`config.mk`:
```
export PLATFORM = sky130hd
export DESIGN_NAME = asdr_port
export DESIGN_NICKNAME = d
export VERILOG_FILES = /design/src/design/asdr_pkg.sv /design/src/design/asdr_port.sv /design/src/design/asdr_sync.sv
export SDC_FILE = /design/constraint.sdc
export NUM_CORES = 1
export LEC_CHECK = 0
export ABC_AREA = 0
export ABC_CLOCK_PERIOD_IN_PS = 2300
export BUFFER_PORTS_ARGS = -buffer_cell sky130_fd_sc_hd__buf_2
export CAP_MARGIN = 20
export CELL_PAD_IN_SITES_DETAIL_PLACEMENT = 1
export CELL_PAD_IN_SITES_GLOBAL_PLACEMENT = 1
export CORE_MARGIN = 5
export CORE_UTILIZATION = 40
export DETAILED_ROUTE_END_ITERATION = 10
export PLACE_DENSITY_LB_ADDON = 0.1
export SETUP_SLACK_MARGIN = 0.1
export SLEW_MARGIN = 10
export SYNTH_ARGS = -nofsm -noshare
export SYNTH_HDL_FRONTEND = slang
export SYNTH_SLANG_ARGS = --single-unit
```
`constraint.sdc`:
```
create_clock -name MCLK_I -period 2.3 [get_ports MCLK_I]
set_input_delay 0.23 -clock MCLK_I [delete_from_list [all_inputs] [get_ports MCLK_I]]
set_output_delay 0.23 -clock MCLK_I [all_outputs]
set_load 0.05 [all_outputs]
```
`src/design/asdr_pkg.sv`:
```
// shared constants for the converter serial port and data-ready logic
package asdr_pkg;
  localparam int unsigned CLK_PERIOD_PS = 4000;
  localparam int unsigned RESULT_W = 24;
  localparam int unsigned CMD_W = 8;
  localparam int unsigned RST_RDY_MAX_NS = 300;
  localparam int unsigned RST_RDY_CYC = (RST_RDY_MAX_NS * 1000) / CLK_PERIOD_PS;
  localparam int unsigned EXT_CLK_PERIODS = 2;
  localparam logic [7:0] READ_CMD = 8'hc1;
  localparam logic [23:0] RESULT_RST = 24'h000000;
  localparam int unsigned SYNC_STAGES = 3;
  // idle pin levels: ext clock high, reset high, data low, sclk low, select high
  localparam logic [4:0] PIN_IDLE = 5'h19;
endpackage : asdr_pkg

```
`src/design/asdr_port.sv`:
```
// serial port and data-ready output of the converter
`timescale 1ns/1ps
module asdr_port
  import asdr_pkg::*;
#(
  parameter int unsigned RES_W = asdr_pkg::RESULT_W
) (
  input wire logic MCLK_I,
  input wire logic ARST_N_I,
  input wire logic CE_I,
  input wire logic SELECT_N_I,
  input wire logic SCLK_I,
  input wire logic SDI_I,
  output logic SDO_O,
  output logic SDO_OE_O,
  output logic RESULT_READY_N_O,
  input wire logic HARD_RESET_N_I,
  input wire logic GP_OR_EXT_CLOCK_PIN_I,
  input wire logic EXT_CLK_MODE_I,
  input wire logic [RES_W-1:0] RESULT_I,
  input wire logic RESULT_VALID_I
);
  import asdr_pkg::*;

  if (RES_W < 2) begin : g_bad_width
    $error("result width must be at least two");
  end

  ////////////////////////////////////////////////////////////////////////
  // synchronised pins: select, serial clock, data in, reset, ext clock
  logic [4:0] pin_raw;
  logic [4:0] pin_s2;
  logic [4:0] pin_s3;
  assign pin_raw = {GP_OR_EXT_CLOCK_PIN_I, HARD_RESET_N_I, SDI_I, SCLK_I, SELECT_N_I};

  asdr_sync #(.W(5), .RST_V(PIN_IDLE)) u_sync (
    .clk_i(MCLK_I),
    .arst_n_i(ARST_N_I),
    .ce_i(CE_I),
    .d_i(pin_raw),
    .s2_o(pin_s2),
    .s3_o(pin_s3)
  );

  // filtered levels change only once stages two and three agree
  logic [4:0] lvl_q;
  logic [4:0] lvl_d;
  always_comb begin
    lvl_d = lvl_q;
    if (CE_I) begin
      for (int i = 0; i < 5; i++) begin
        if (pin_s2[i] == pin_s3[i]) lvl_d[i] = pin_s3[i];
      end
    end
  end

  logic sel_n;
  logic sclk;
  logic sdi;
  logic hrst_n;
  logic xclk;
  assign sel_n = lvl_q[0];
  assign sclk = lvl_q[1];
  assign sdi = lvl_q[2];
  assign hrst_n = lvl_q[3];
  assign xclk = lvl_q[4];

  logic sclk_rise;
  logic sclk_fall;
  logic sel_fall;
  logic hrst_fall;
  logic xclk_rise;
  assign sclk_rise = CE_I && !sclk && lvl_d[1] && !lvl_d[0];
  assign sclk_fall = CE_I && sclk && !lvl_d[1] && !lvl_d[0];
  assign sel_fall = CE_I && sel_n && !lvl_d[0];
  assign hrst_fall = CE_I && hrst_n && !lvl_d[3];
  assign xclk_rise = CE_I && !xclk && lvl_d[4];

  ////////////////////////////////////////////////////////////////////////
  // frame state
  typedef enum logic [2:0] {
    ASDR_IDLE = 3'b001,
    ASDR_CMD = 3'b010,
    ASDR_DATA = 3'b100
  } asdr_state_e;

  localparam int unsigned CW = $clog2(RES_W + 1);
  localparam int unsigned RW = $clog2(RST_RDY_CYC + 1);

  asdr_state_e st_q;
  asdr_state_e st_d;
  logic [CMD_W-1:0] cmd_q;
  logic [CMD_W-1:0] cmd_d;
  logic [CW-1:0] cnt_q;
  logic [CW-1:0] cnt_d;
  logic [RES_W-1:0] hold_q;
  logic [RES_W-1:0] hold_d;
  logic [RES_W-1:0] shf_q;
  logic [RES_W-1:0] shf_d;
  logic sdo_q;
  logic sdo_d;
  logic ready_n_q;
  logic ready_n_d;
  logic [RW-1:0] rst_cnt_q;
  logic [RW-1:0] rst_cnt_d;
  logic [1:0] xcnt_q;
  logic [1:0] xcnt_d;
  logic rst_pend_q;
  logic rst_pend_d;

  always_comb begin
    st_d = st_q;
    cmd_d = cmd_q;
    cnt_d = cnt_q;
    hold_d = hold_q;
    shf_d = shf_q;
    sdo_d = sdo_q;
    ready_n_d = ready_n_q;
    rst_cnt_d = rst_cnt_q;
    xcnt_d = xcnt_q;
    rst_pend_d = rst_pend_q;
    if (CE_I) begin
      if (RESULT_VALID_I) begin
        hold_d = RESULT_I;
        ready_n_d = 1'b0;
      end
      if (lvl_d[0]) begin
        st_d = ASDR_IDLE;
        cnt_d = '0;
      end else if (sel_fall) begin
        st_d = ASDR_CMD;
        cnt_d = '0;
      end else begin
        unique case (st_q)
          ASDR_IDLE: begin
          end
          ASDR_CMD: begin
            if (sclk_rise) begin
              cmd_d = {cmd_q[CMD_W-2:0], sdi};
              if (cnt_q == CW'(CMD_W - 1)) begin
                cnt_d = '0;
                if ({cmd_q[CMD_W-2:0], sdi} == READ_CMD) begin
                  st_d = ASDR_DATA;
                  shf_d = hold_q;
                end else begin
                  st_d = ASDR_IDLE;
                end
              end else begin
                cnt_d = cnt_q + CW'(1);
              end
            end
          end
          ASDR_DATA: begin
            if (sclk_fall && cnt_q < CW'(RES_W)) begin
              sdo_d = shf_q[RES_W-1];
              shf_d = {shf_q[RES_W-2:0], 1'b0};
              cnt_d = cnt_q + CW'(1);
            end
            // bits placed so far equal RES_W-1 means LSB+1 now on the line
            if (sclk_rise && cnt_q == CW'(RES_W - 1) && !RESULT_VALID_I) begin
              ready_n_d = 1'b1;
            end
          end
          default: st_d = ASDR_IDLE;
        endcase
      end
      if (hrst_fall) begin
        rst_pend_d = 1'b1;
        rst_cnt_d = '0;
        xcnt_d = '0;
      end else if (rst_pend_q) begin
        if (EXT_CLK_MODE_I) begin
          if (xclk_rise) xcnt_d = xcnt_q + 2'd1;
          // the sync delay stands in for the last external period
          if (xclk_rise && xcnt_q == 2'(EXT_CLK_PERIODS - 2)) begin
            ready_n_d = 1'b1;
            rst_pend_d = 1'b0;
          end
        end else begin
          rst_cnt_d = rst_cnt_q + RW'(1);
          // sync, filter and output flops use part of the budget
          if (rst_cnt_q >= RW'(RST_RDY_CYC - SYNC_STAGES - 3)) begin
            ready_n_d = 1'b1;
            rst_pend_d = 1'b0;
          end
        end
      end
    end
  end

  always_ff @(posedge MCLK_I or negedge ARST_N_I) begin
    if (!ARST_N_I) begin
      lvl_q <= PIN_IDLE;
      st_q <= ASDR_IDLE;
      cmd_q <= '0;
      cnt_q <= '0;
      hold_q <= RES_W'(RESULT_RST);
      shf_q <= '0;
      sdo_q <= 1'b0;
      ready_n_q <= 1'b1;
      rst_cnt_q <= '0;
      xcnt_q <= '0;
      rst_pend_q <= 1'b0;
    end else begin
      lvl_q <= lvl_d;
      st_q <= st_d;
      cmd_q <= cmd_d;
      cnt_q <= cnt_d;
      hold_q <= hold_d;
      shf_q <= shf_d;
      sdo_q <= sdo_d;
      ready_n_q <= ready_n_d;
      rst_cnt_q <= rst_cnt_d;
      xcnt_q <= xcnt_d;
      rst_pend_q <= rst_pend_d;
    end
  end

  assign RESULT_READY_N_O = ready_n_q;
  assign SDO_O = sdo_q;
  assign SDO_OE_O = !sel_n;
endmodule : asdr_port

```
`src/design/asdr_sync.sv`:
```
// three-stage synchroniser for inputs from outside the clock domain
`timescale 1ns/1ps
module asdr_sync #(
  parameter int unsigned W = 1,
  parameter logic [W-1:0] RST_V = '0
) (
  input wire logic clk_i,
  input wire logic arst_n_i,
  input wire logic ce_i,
  input wire logic [W-1:0] d_i,
  output logic [W-1:0] s2_o,
  output logic [W-1:0] s3_o
);
  logic [W-1:0] s1_q;
  logic [W-1:0] s2_q;
  logic [W-1:0] s3_q;
  logic [W-1:0] s1_d;
  logic [W-1:0] s2_d;
  logic [W-1:0] s3_d;

  if (W < 1) begin : g_bad_width
    $error("width must be at least one");
  end

  always_comb begin
    s1_d = ce_i ? d_i : s1_q;
    s2_d = ce_i ? s1_q : s2_q;
    s3_d = ce_i ? s2_q : s3_q;
  end

  always_ff @(posedge clk_i or negedge arst_n_i) begin
    if (!arst_n_i) begin
      // reset to the idle levels so no false edge follows reset
      s1_q <= RST_V;
      s2_q <= RST_V;
      s3_q <= RST_V;
    end else begin
      s1_q <= s1_d;
      s2_q <= s2_d;
      s3_q <= s3_d;
    end
  end

  assign s2_o = s2_q;
  assign s3_o = s3_q;
endmodule : asdr_sync

```
==> results of run 1 <==
==> power by group <==
part | internal, W | switching (W)
Combinational | 0.000325 | 0.000361
Clock | 0.000417 | 0.000578
Sequential | 0.00192 | 0.000191
Total | 0.00266 | 0.00113
==> placed cells by master (no fill, tap or decap), drive strengths merged, types with 4 or more instances in the layout <==
cell    synthesis  layout
mux2i          24      24
dfrtp          81      81
dfstp          14      14
o31ai           5       5
a21oi          31      31
xor2            5       5
clkinv          0       5
ha              4       4
mux2           47      47
nor2           38      38
nand2b          4       4
nand3           8       8
buf            12      45
o21ai          15      15
nand4           4       4
nand2          16      16
inv            10      10
clkbuf          3      10
==> per-layer routing <==
metal | wire (um) | vias up | part of all wire [%]
met5 | 0 | - | 0
met3 | 235 | 7 | 2.9
met1 | 3950 | 1384 | 48
li1 | - | 1350 | -
met4 | 103 | 0 | 1.3
met2 | 3900 | 26 | 48
==> logic make-up (layout without fill, tap and decap cells) <==
group | count (synthesis) | after routing | synth area share [%]
AOI/OAI and AO/OA | 63 | 63 | 8.99
buffers and inverters | 25 | 72 | 2.73
xor gates and xnor gates | 8 | 8 | 1.64
DFF | 95 | 95 | 56.2
adders and majority gates | 4 | 4 | 1.17
and+or+nand+nor | 92 | 92 | 11.2
muxes | 71 | 71 | 18.1
==> repair_timing <==
item | in CTS | in global routing
resized for setup | 0 | 1
hold buffers | 1 | 0
hold endpoints to repair | 23 | 0
setup endpoints to repair | 0 | 1
==> area by class of cell <==
class | count | area, um2 | share of cell area, %
inverters | 10 | 37.5 | 0.776
clock inverters | 6 | 36.3 | 0.751
well taps | 136 | 170 | 3.52
flip-flops and latches | 95 | 2390 | 49.5
clock buffers | 10 | 138 | 2.85
repair buffers | 46 | 285 | 5.90
multi-input cells | 238 | 1770 | 36.7
==> state kept, by name, indices dropped and copies added, names as in the netlist <==
register / flops
cnt_q: 5
xcnt_q: 2
rst_pend_q: 1
shf_q: 24
u_sync.s1_q: 5
hold_q: 24
u_sync.s2_o: 5
rst_cnt_q: 7
lvl_q: 5
cmd_q: 7
RESULT_READY_N_O: 1
u_sync.s3_o: 5
SDO_O: 1
st_q: 3
==> through the flow <==
step | utilization (%) | power (W) | setup WS [ns] | cell area [um2]
floorplan | - | 0.00259 | 0.478 | 4260
global placement | 44.8 | 0.00280 | 0.385 | 4640
detailed placement | 44.8 | 0.00285 | 0.331 | 4640
CTS | 46.6 | 0.00387 | 0.289 | 4830
global route | 46.6 | 0.00407 | 0.128 | 4830
finish | 46.6 | 0.00379 | 0.315 | 4830
==> worst min path at each step <==
stage	end	cells after the start	slack, ns
floorplan	SDO_O	0	-0.07
global placement	u_sync.s1_q[2]	1	0.20
detailed placement	u_sync.s1_q[2]	1	0.21
CTS	hold_q[11]	2	0.07
global route	u_sync.s1_q[0]	2	0.06
finish	u_sync.s1_q[1]	2	0.09
==> results_dict.tcl, run 1 <==
set metrics [dict create \
    status "finished clean" \
    r2r-start "st_q[1]" \
    gp_congestion 0.715 \
    slew_viol_final 0 \
    clock_skew_ns 0.00680 \
    layout-drive-gt1-share_pct 31.4 \
    synth_cell_type_count 47 \
    fill_cells 1139 \
    report.final.hold_viol_count 0 \
    setup-violations-final 0 \
    setup_tns_ns 0 \
    worstHoldStart "SCLK_I" \
    slew_headroom_pct 63.5 \
    ys_top_cells_by_area "dfrtp_1, mux2_2, dfstp_2" \
    cts_setup_buffers 0 \
    max_cap_violations 0 \
    synth_seq_area_share_pct 56.2 \
    die_y_um 113 \
    r2r_slack_ns 0.31 \
    path_depth 6 \
    core-area_mm2 0.0104 \
    synth.top_cell.area_share_pct 47.6 \
    ant_nets 0 \
    powerDensity_mw_per_mm2 785 \
    grt_usage_pct 14.0 \
    endpoint "shf_q[12]" \
    dr.pass1.iters 4 \
    cts.sinks 95 \
    crit_chain "nor3b_4, nand4_1, a221oi_4, buf_12, nor2_1, a21oi_1" \
    synthArstFlopShare_pct 100 \
    initial_core_util_pct 41.1 \
    r2r_cells 6 \
    grt_pass1_wl_um 14500 \
    fin_cells 541 \
    synth_area_mm2 0.00426 \
    cpPeakStageDelay_ns 0.46 \
    grt_use_met1_pct 18.8 \
    path_delay_family "simple AND/OR/NAND/NOR gates" \
    synth_cells 358 \
    grt_max_degree 65 \
    grt_pass1_vias 3004 \
    hold_path_class "input port to register" \
    cts.reportedPaths.clkPinSlew_ns 0.09 \
    antenna_found_initial 0 \
    cts_made_buffers 9 \
    crit_arrival_ns 2.28 \
    cts_buffer_depth 2 \
    routed_wl_um 8190 \
    cp_max_fo 48 \
    synth_seq_cells 95 \
    nets 438 \
    fin_crit_sh_pct 86.3 \
    yosys_warnings 0 \
    r2r-end "shf_q[12]" \
    vias 2767 \
    cts_tree "yes" \
    syn_to_final_growth_pct 13.5 \
    io_buffer_count 36 \
    critPathBufInv 1 \
    dp_hpwl_um 5540 \
    synth_nets 396 \
    worstSetupPathType "register to register" \
    yosysMostFrequentCell "dfrtp_1" \
    synth_edf_count 0 \
    dieArea_mm2 0.0128 \
    total_leakage_power_nw 2.14 \
    dp.cells 524 \
    cp-start-kind "register" \
    fin_crit_ns 1.99 \
    root_buffer "clkbuf_8" \
    die_w_um 113 \
    synthFlopType "dfrtp_1" \
    irDropWorstVdd_mv 0.419 \
    whs_ns 0.0878 \
    grt_setup_unrepaired "no" \
    htreeDepth 3 \
    endpoint_kind "register" \
    crit_start "st_q[1]" \
    grtUsageMet2_pct 21.9 \
    ios 37 \
    synth_common_cells "dfrtp_1, mux2_2, nor2_1" \
    cp.required_ns 2.59 \
    fmax_ghz 0.504 \
    cpMaxStageDelayCell "dfrtp_1" \
    route.detailed.drc 0 \
    busiest_layer "met2" \
    antenna_cells 0 \
    use_met3_pct 4.12 \
    drtIter0Drc 44 \
    grt-ovfl-total 0 \
    post_drt_via_cell_ratio 5.11 \
    rows 37 \
    wire_per_inst_um 15.1 \
    clk_latency_ns 0.37 \
    post_synth.cell_area_avg_um2 11.9 \
    worst_pin_slew_ns 0.545 \
    synth_area_leader_cell "dfrtp_1" \
]
Note: power is estimated with default switching activity, not from simulation.
==> run 2, diff against run 1 <==
CTS_CLUSTER_DIAMETER = 50   (was not set)
SYNTH_HIERARCHICAL = 1   (was not set)
==> run 2 against run 1 <==
  * Clock-buffer cell count did not move
  * Critical path depth fell by 1
  * Clock power rose by 13%
  * Worst hold slack got worse by 0.0078 ns
  * Critical path type unchanged
  * Core utilization barely moved
  * First-iteration DRC count rose by 52%
  * Setup slack got worse by 0.26 ns
  * Cell area rose by 4.4%
==> results_dict.tcl, run 2 <==
set metrics [dict create \
    powerDensity_mw_per_mm2 816 \
    cp-start-kind "register" \
    dieArea_mm2 0.0132 \
    synth_common_cells "mux2_2, dfrtp_1, nand2_1" \
    synth_seq_cells 95 \
    layout-drive-gt1-share_pct 47.0 \
    fill_cells 1159 \
    dp.cells 510 \
    worstSetupPathType "register to register" \
    io_buffer_count 36 \
    synthFlopType "dfrtp_1" \
    antenna_found_initial 0 \
    synth_cell_type_count 51 \
    initial_core_util_pct 40.7 \
    total_leakage_power_nw 2.30 \
    routed_wl_um 8180 \
    die_y_um 115 \
    synth_seq_area_share_pct 54.2 \
    synth_edf_count 0 \
    post_drt_via_cell_ratio 5.18 \
    irDropWorstVdd_mv 0.411 \
    layout_common_cells "mux2_2, dfrtp_1, buf_2, nand2_1" \
    grt_max_degree 57 \
    yosys_warnings 6 \
    hold_depth 2 \
    post_synth.cell_area_avg_um2 13.2 \
    endpoint_kind "register" \
    core-area_mm2 0.0108 \
    ios 37 \
    synth_cells 334 \
    status "finished clean" \
    grt-ovfl-total 0 \
    cts_made_buffers 9 \
    htreeDepth 3 \
    worstHoldStart "RESULT_I[17]" \
    gp_congestion 0.765 \
    cts.reportedPaths.clkPinSlew_ns 0.10 \
    busiest_layer "met2" \
    worst_pin_slew_ns 0.531 \
    ant_nets 0 \
    route.detailed.drc 0 \
    synth_area_leader_cell "dfrtp_1" \
    grt_use_met1_pct 17.8 \
    setup-violations-final 0 \
    rows 38 \
    drtIter0Drc 67 \
    hold_path_class "input port to register" \
    root_buffer "clkbuf_8" \
    fin_crit_ns 2.24 \
    fin_crit_sh_pct 97.4 \
    r2r-end "shf_q[6]" \
    antenna_cells 0 \
    whs_ns 0.0800 \
    cts.sinks 95 \
    grt_pass1_wl_um 14300 \
    grt_setup_unrepaired "yes" \
    clk_latency_ns 0.37 \
    cp_max_fo 24 \
    crit_arrival_ns 2.50 \
    largestRegisters "hold_q x24, shf_q x24" \
    final_common_cell "mux2_2" \
    die_w_um 115 \
    grt_usage_pct 13.6 \
    syn_to_final_growth_pct 14.3 \
    report.final.hold_viol_count 0 \
    fin_cells 527 \
    r2r-start "cmd_q[0]" \
    nets 420 \
    cp.required_ns 2.56 \
    grtUsageMet2_pct 21.5 \
    vias 2728 \
    setup_tns_ns 0 \
    r2r_cells 5 \
    cts_buffer_depth 2 \
    cts_tree "yes" \
    fmax_ghz 0.446 \
    synth_area_mm2 0.00442 \
    ys_top_cells_by_area "dfrtp_1, mux2_2, dfstp_2" \
    slew_headroom_pct 64.6 \
    clock_skew_ns 0.0121 \
    yosysMostFrequentCell "mux2_2" \
    dp_hpwl_um 5720 \
    whs_endpoint "hold_q[17]" \
    use_met3_pct 3.89 \
    max_cap_violations 0 \
    synth_nets 372 \
    synthArstFlopShare_pct 100 \
    dr.pass1.iters 4 \
    slew_viol_final 0 \
    r2r_slack_ns 0.06 \
    grt_pass1_vias 2876 \
    synth.top_cell.area_share_pct 45.9 \
    wire_per_inst_um 15.5 \
]
-- run 2: cell types whose count changed after synthesis, sizes merged, moves of 4 or more --
cell and change:
a21oi -21, o31ai -5, mux2i -21, o21ai -4
mux2 +49, nor2 -24, xor2 -4, or3 +4
buf -6, clkbuf +4
-- run 2: worst max-delay path by stage --
stage                 to      from  slack [ns]  cells after the start
2_1_floorplan  shf_q[10]  cmd_q[0]         0.1                      5
3_3_place_gp   shf_q[10]  cmd_q[0]        0.08                      5
3_5_place_dp   shf_q[11]  cmd_q[0]        0.04                      5
4_1_cts        shf_q[11]  cmd_q[0]        0.04                      5
5_1_grt         shf_q[6]  cmd_q[0]       0.009                      5
6_report        shf_q[6]  cmd_q[0]        0.06                      5
-- run 2: routing by layer --
metal,up-vias,part of all wire (%)
met3,9,3.7
met5,-,0
met4,0,1.4
met2,35,49
li1,1298,-
met1,1386,46
-- run 2: logic make-up (layout without fill, tap and decap cells) --
group	count (synthesis)	after routing	share of synthesized area (%)
and+or+nand+nor	66	66	8.02
buffers and inverters	23	76	2.83
xor gates and xnor gates	6	6	1.19
muxes	99	99	26.0
adders and majority gates	4	4	1.13
AOI/OAI and AO/OA	41	41	6.60
DFF	95	95	54.2
-- run 2: stage by stage --
stage	total power [W]	util, %	cell area (um2)	setup WS, ns
after floorplan	0.00274	-	4420	0.0979
after global placement	0.00301	44.5	4830	0.0828
after detailed placement	0.00304	44.5	4830	0.0380
after CTS	0.00418	46.4	5030	0.0380
after global routing	0.00438	46.6	5050	0.00929
final	0.00412	46.6	5050	0.0596
-- run 2: timing repair --
action | in CTS | in global routing
hold endpoints to repair | 31 | 0
resized for setup | 0 | 4
cloned | 0 | 0
buffers inserted | 0 | 0
hold buffers | 1 | 0
setup endpoints to repair | 24 | 24
-- run 2: report_power, final --
| group | internal [W] | switching, W | leakage [nW] |
|---|---|---|---|
| combinational | 0.000448 | 0.000393 | 1.01 |
| clock | 0.000511 | 0.000604 | 0.101 |
| sequential | 0.00195 | 0.000214 | 1.18 |
| total | 0.00291 | 0.00121 | 2.30 |
-- run 2: critical path, cell delays in order (launching register included) --
cell and delay, ns:
dfrtp_1 0.40, or4b_4 0.54, or3_4 0.36, o32ai_4 0.25, buf_12 0.22, mux2_2 0.35
-- run 2: layout make-up --
type	instances	area, um2	share of cell area [%]
clock buffers	10	128	2.53
inverters	10	37.5	0.743
clock inverters	6	66.3	1.31
well taps	140	175	3.47
multi-input cells	216	1920	38.0
repair buffers	50	328	6.49
flip-flops and latches	95	2390	47.4
==> run 3, diff against run 2 <==
ABC_AREA = 1   (was 0)
CORE_MARGIN = 3   (was 5)
==> run 3 against run 2 <==
  * Cell count increased by 37%
  * Total power increased by 14%
  * Worst hold slack improved by 0.0059 ns
  * Critical endpoint is now shf_q[12]
  * Clock power increased by 50%
  * Die area decreased by 1.7%
  * Largest cell class unchanged
  * Sequential cell count unchanged
  * Fmax increased by 18%
  * Core utilization increased by 0.85 points
  * Synthesized cell count increased by 62%
==> results_dict.tcl, run 3 <==
set metrics [dict create \
    largestRegisters "hold_q x24, shf_q x24" \
    synth_area_leader_cell "dfrtp_1" \
    setup-violations-final 0 \
    synth_cell_type_count 34 \
    synth_area_mm2 0.00468 \
    final_common_cell "nand2_1" \
    ant_nets 0 \
    multi_input_area_mm2 0.00198 \
    cpMaxStageDelayCell "dfrtp_1" \
    seqCellArea_mm2 0.00239 \
    report.final.hold_viol_count 0 \
    routed_wl_um 10300 \
    nets 615 \
    synthFlopType "dfrtp_1" \
    fmax_ghz 0.528 \
    status "finished clean" \
    path_delay_family "simple AND/OR/NAND/NOR gates" \
    die_y_um 114 \
    powerDensity_mw_per_mm2 892 \
    yosys_warnings 6 \
    synth_edf_count 0 \
    max_cap_violations 0 \
    post_drt_via_cell_ratio 5.00 \
    crit_chain "inv_1, nand3_1, inv_1, nand3_1, nand2_4, nand2_4, nand2_1, nand2_1" \
    fill_cells 1344 \
    yosysMostFrequentCell "nand2_1" \
    grt_pass1_vias 3828 \
    setup_tns_ns 0 \
    core-area_mm2 0.0111 \
    grt-ovfl-total 0 \
    layout-drive-gt1-share_pct 22.3 \
    ios 37 \
    endpoint_kind "register" \
    total_leakage_power_nw 2.74 \
    gp_congestion 0.754 \
    ys_top_cells_by_area "dfrtp_1, nand2_1, dfstp_2" \
    synth.top_cell.area_share_pct 43.4 \
    switchingPower_w 0.00139 \
    layout_common_cells "nand2_1, dfrtp_1, nand3_1, buf_2, nor2_1" \
    die_w_um 114 \
    clk_latency_ns 0.35 \
    cp_max_fo 25 \
    synth_nets 580 \
    cts_buffer_depth 2 \
    drtIter0Drc 186 \
    grt_pass1_wl_um 18100 \
    internal_power_w 0.00332 \
    htreeDepth 3 \
    fin_crit_ns 1.90 \
    dr.pass1.iters 4 \
    vias 3612 \
    crit_arrival_ns 2.13 \
    dp_hpwl_um 7090 \
    synth_seq_cells 95 \
    irDropWorstVdd_mv 0.550 \
    slew_viol_final 0 \
    grt_usage_pct 17.3 \
    clock_skew_ns 0.00880 \
    synth_common_cells "nand2_1, dfrtp_1, nand3_1" \
    final_util_pct 47.4 \
    critPathBufInv 2 \
    fin_area_mm2 0.00528 \
    post_synth.cell_area_avg_um2 8.63 \
    worst_pin_slew_ns 0.712 \
    slew_headroom_pct 52.5 \
    io_buffer_count 36 \
    grt_max_degree 49 \
    p_comb_share_pct 18.9 \
    pwr-share-seq_pct 45.4 \
    synth_seq_area_share_pct 51.2 \
    synth_cells 542 \
    synthArstFlopShare_pct 100 \
    cpPeakStageDelay_ns 0.41 \
    hold_path_class "input port to register" \
    wire_per_inst_um 14.2 \
    antenna_cells 0 \
    dpl_cell_area_mm2 0.00493 \
    pwr-share-clk_pct 35.7 \
    grt_setup_unrepaired "no" \
    p_sw_share_pct 29.5 \
    root_buffer "clkbuf_16" \
    cts.reportedPaths.clkPinSlew_ns 0.07 \
    antenna_found_initial 0 \
    fin_crit_sh_pct 82.4 \
    rows 38 \
    cts_made_buffers 9 \
    cts.sinks 95 \
    cp.required_ns 2.53 \
    cts_tree "yes" \
    syn_to_final_growth_pct 12.8 \
    cp-start-kind "register" \
    dieArea_mm2 0.0130 \
    initial_core_util_pct 42.0 \
    route.detailed.drc 0 \
    worstSetupPathType "register to register" \
]
run 3: changes by cell type after synthesis, sizes merged, moves of 7 or more:
| cell | before | now |
|---|---|---|
| buf | 6 | 13 |
| inv | 10 | 35 |
| mux2 | 96 | 23 |
| nor2 | 14 | 37 |
| nand3 | 7 | 45 |
| nand2 | 16 | 239 |
run 3: final timing paths:
check | slack, ns | from | cells past startpoint | endpoint
worst max-delay path | 0.40 | st_q[2] | 8 | shf_q[12]
worst min-delay path | 0.09 | SCLK_I | 3 | u_sync/s1_q[1]
worst max register to register | 0.40 | st_q[2] | 8 | shf_q[12]
worst min register to register | 0.47 | u_sync/s1_q[4] | 2 | u_sync/s2_o[4]
max in group asynchronous | 1.27 | ARST_N_I | 3 | lvl_q[4]
min in group asynchronous | 0.37 | ARST_N_I | 2 | cnt_q[3]
run 3: final cells by class:
cell class,count,share of cell area [%]
Sequential cell,95,45.4
Tap cell,140,3.32
Clock inverter,3,1.23
Timing Repair Buffer,42,4.60
Multi-Input combinational cell,393,37.6
Inverter,36,2.73
Clock buffer,13,5.12
run 3: worst register-to-register path, cell delays in order, from the launching register on:
cell and delay (ns):
dfrtp_1 0.41, inv_1 0.12, nand3_1 0.11, inv_1 0.24
nand3_1 0.17, nand2_4 0.28, nand2_4 0.25, nand2_1 0.13
nand2_1 0.07
run 3: power groups by stage:
| stage | registers [W] | logic [W] | clock network, W |
|---|---|---|---|
| global placement | 0.00215 | 0.000861 | 0 |
| finish | 0.00214 | 0.000890 | 0.00168 |
| detailed placement | 0.00217 | 0.000900 | 0 |
| floorplan | 0.00212 | 0.000684 | 0 |
| CTS | 0.00214 | 0.000913 | 0.00172 |
| global route | 0.00218 | 0.00105 | 0.00181 |
run 3: kinds of logic after synthesis:
group	synth area share (%)
flops	51.2
mux	5.54
compound gates	3.61
simple gates	31.7
buf+inv	6.45
fa+ha+maj	1.07
xor+xnor	0.375
run 3: per-stage QoR:
| step | instances | total power [W] | hold slack [ns] | setup WS, ns |
|---|---|---|---|---|
| floorplan | 542 | 0.00280 | -0.0656 | 0.607 |
| global placement | 705 | 0.00301 | 0.197 | 0.399 |
| detailed placement | 705 | 0.00307 | 0.211 | 0.297 |
| CTS | 722 | 0.00478 | 0.0724 | 0.308 |
| global route | 722 | 0.00504 | 0.0913 | 0.211 |
| finish | 722 | 0.00471 | 0.0859 | 0.405 |
run 3: repair_timing:
action	CTS	global route
setup buffers	0	0
endpoints found under the hold margin	28	0
hold buffers	1	0
endpoints found under the setup margin	0	20
resized for setup	0	1
run 3: routing by layer:
metal / wire length (um) / part of all wire [%] / GRT usage [%] / vias to the layer above
met5: 0 / 0 / 0 / -
met4: 157 / 1.5 / 7.13 / 0
met3: 225 / 2.2 / 2.85 / 12
met2: 4900 / 48 / 27.7 / 31
met1: 5000 / 49 / 23.3 / 1781
li1: - / - / - / 1788
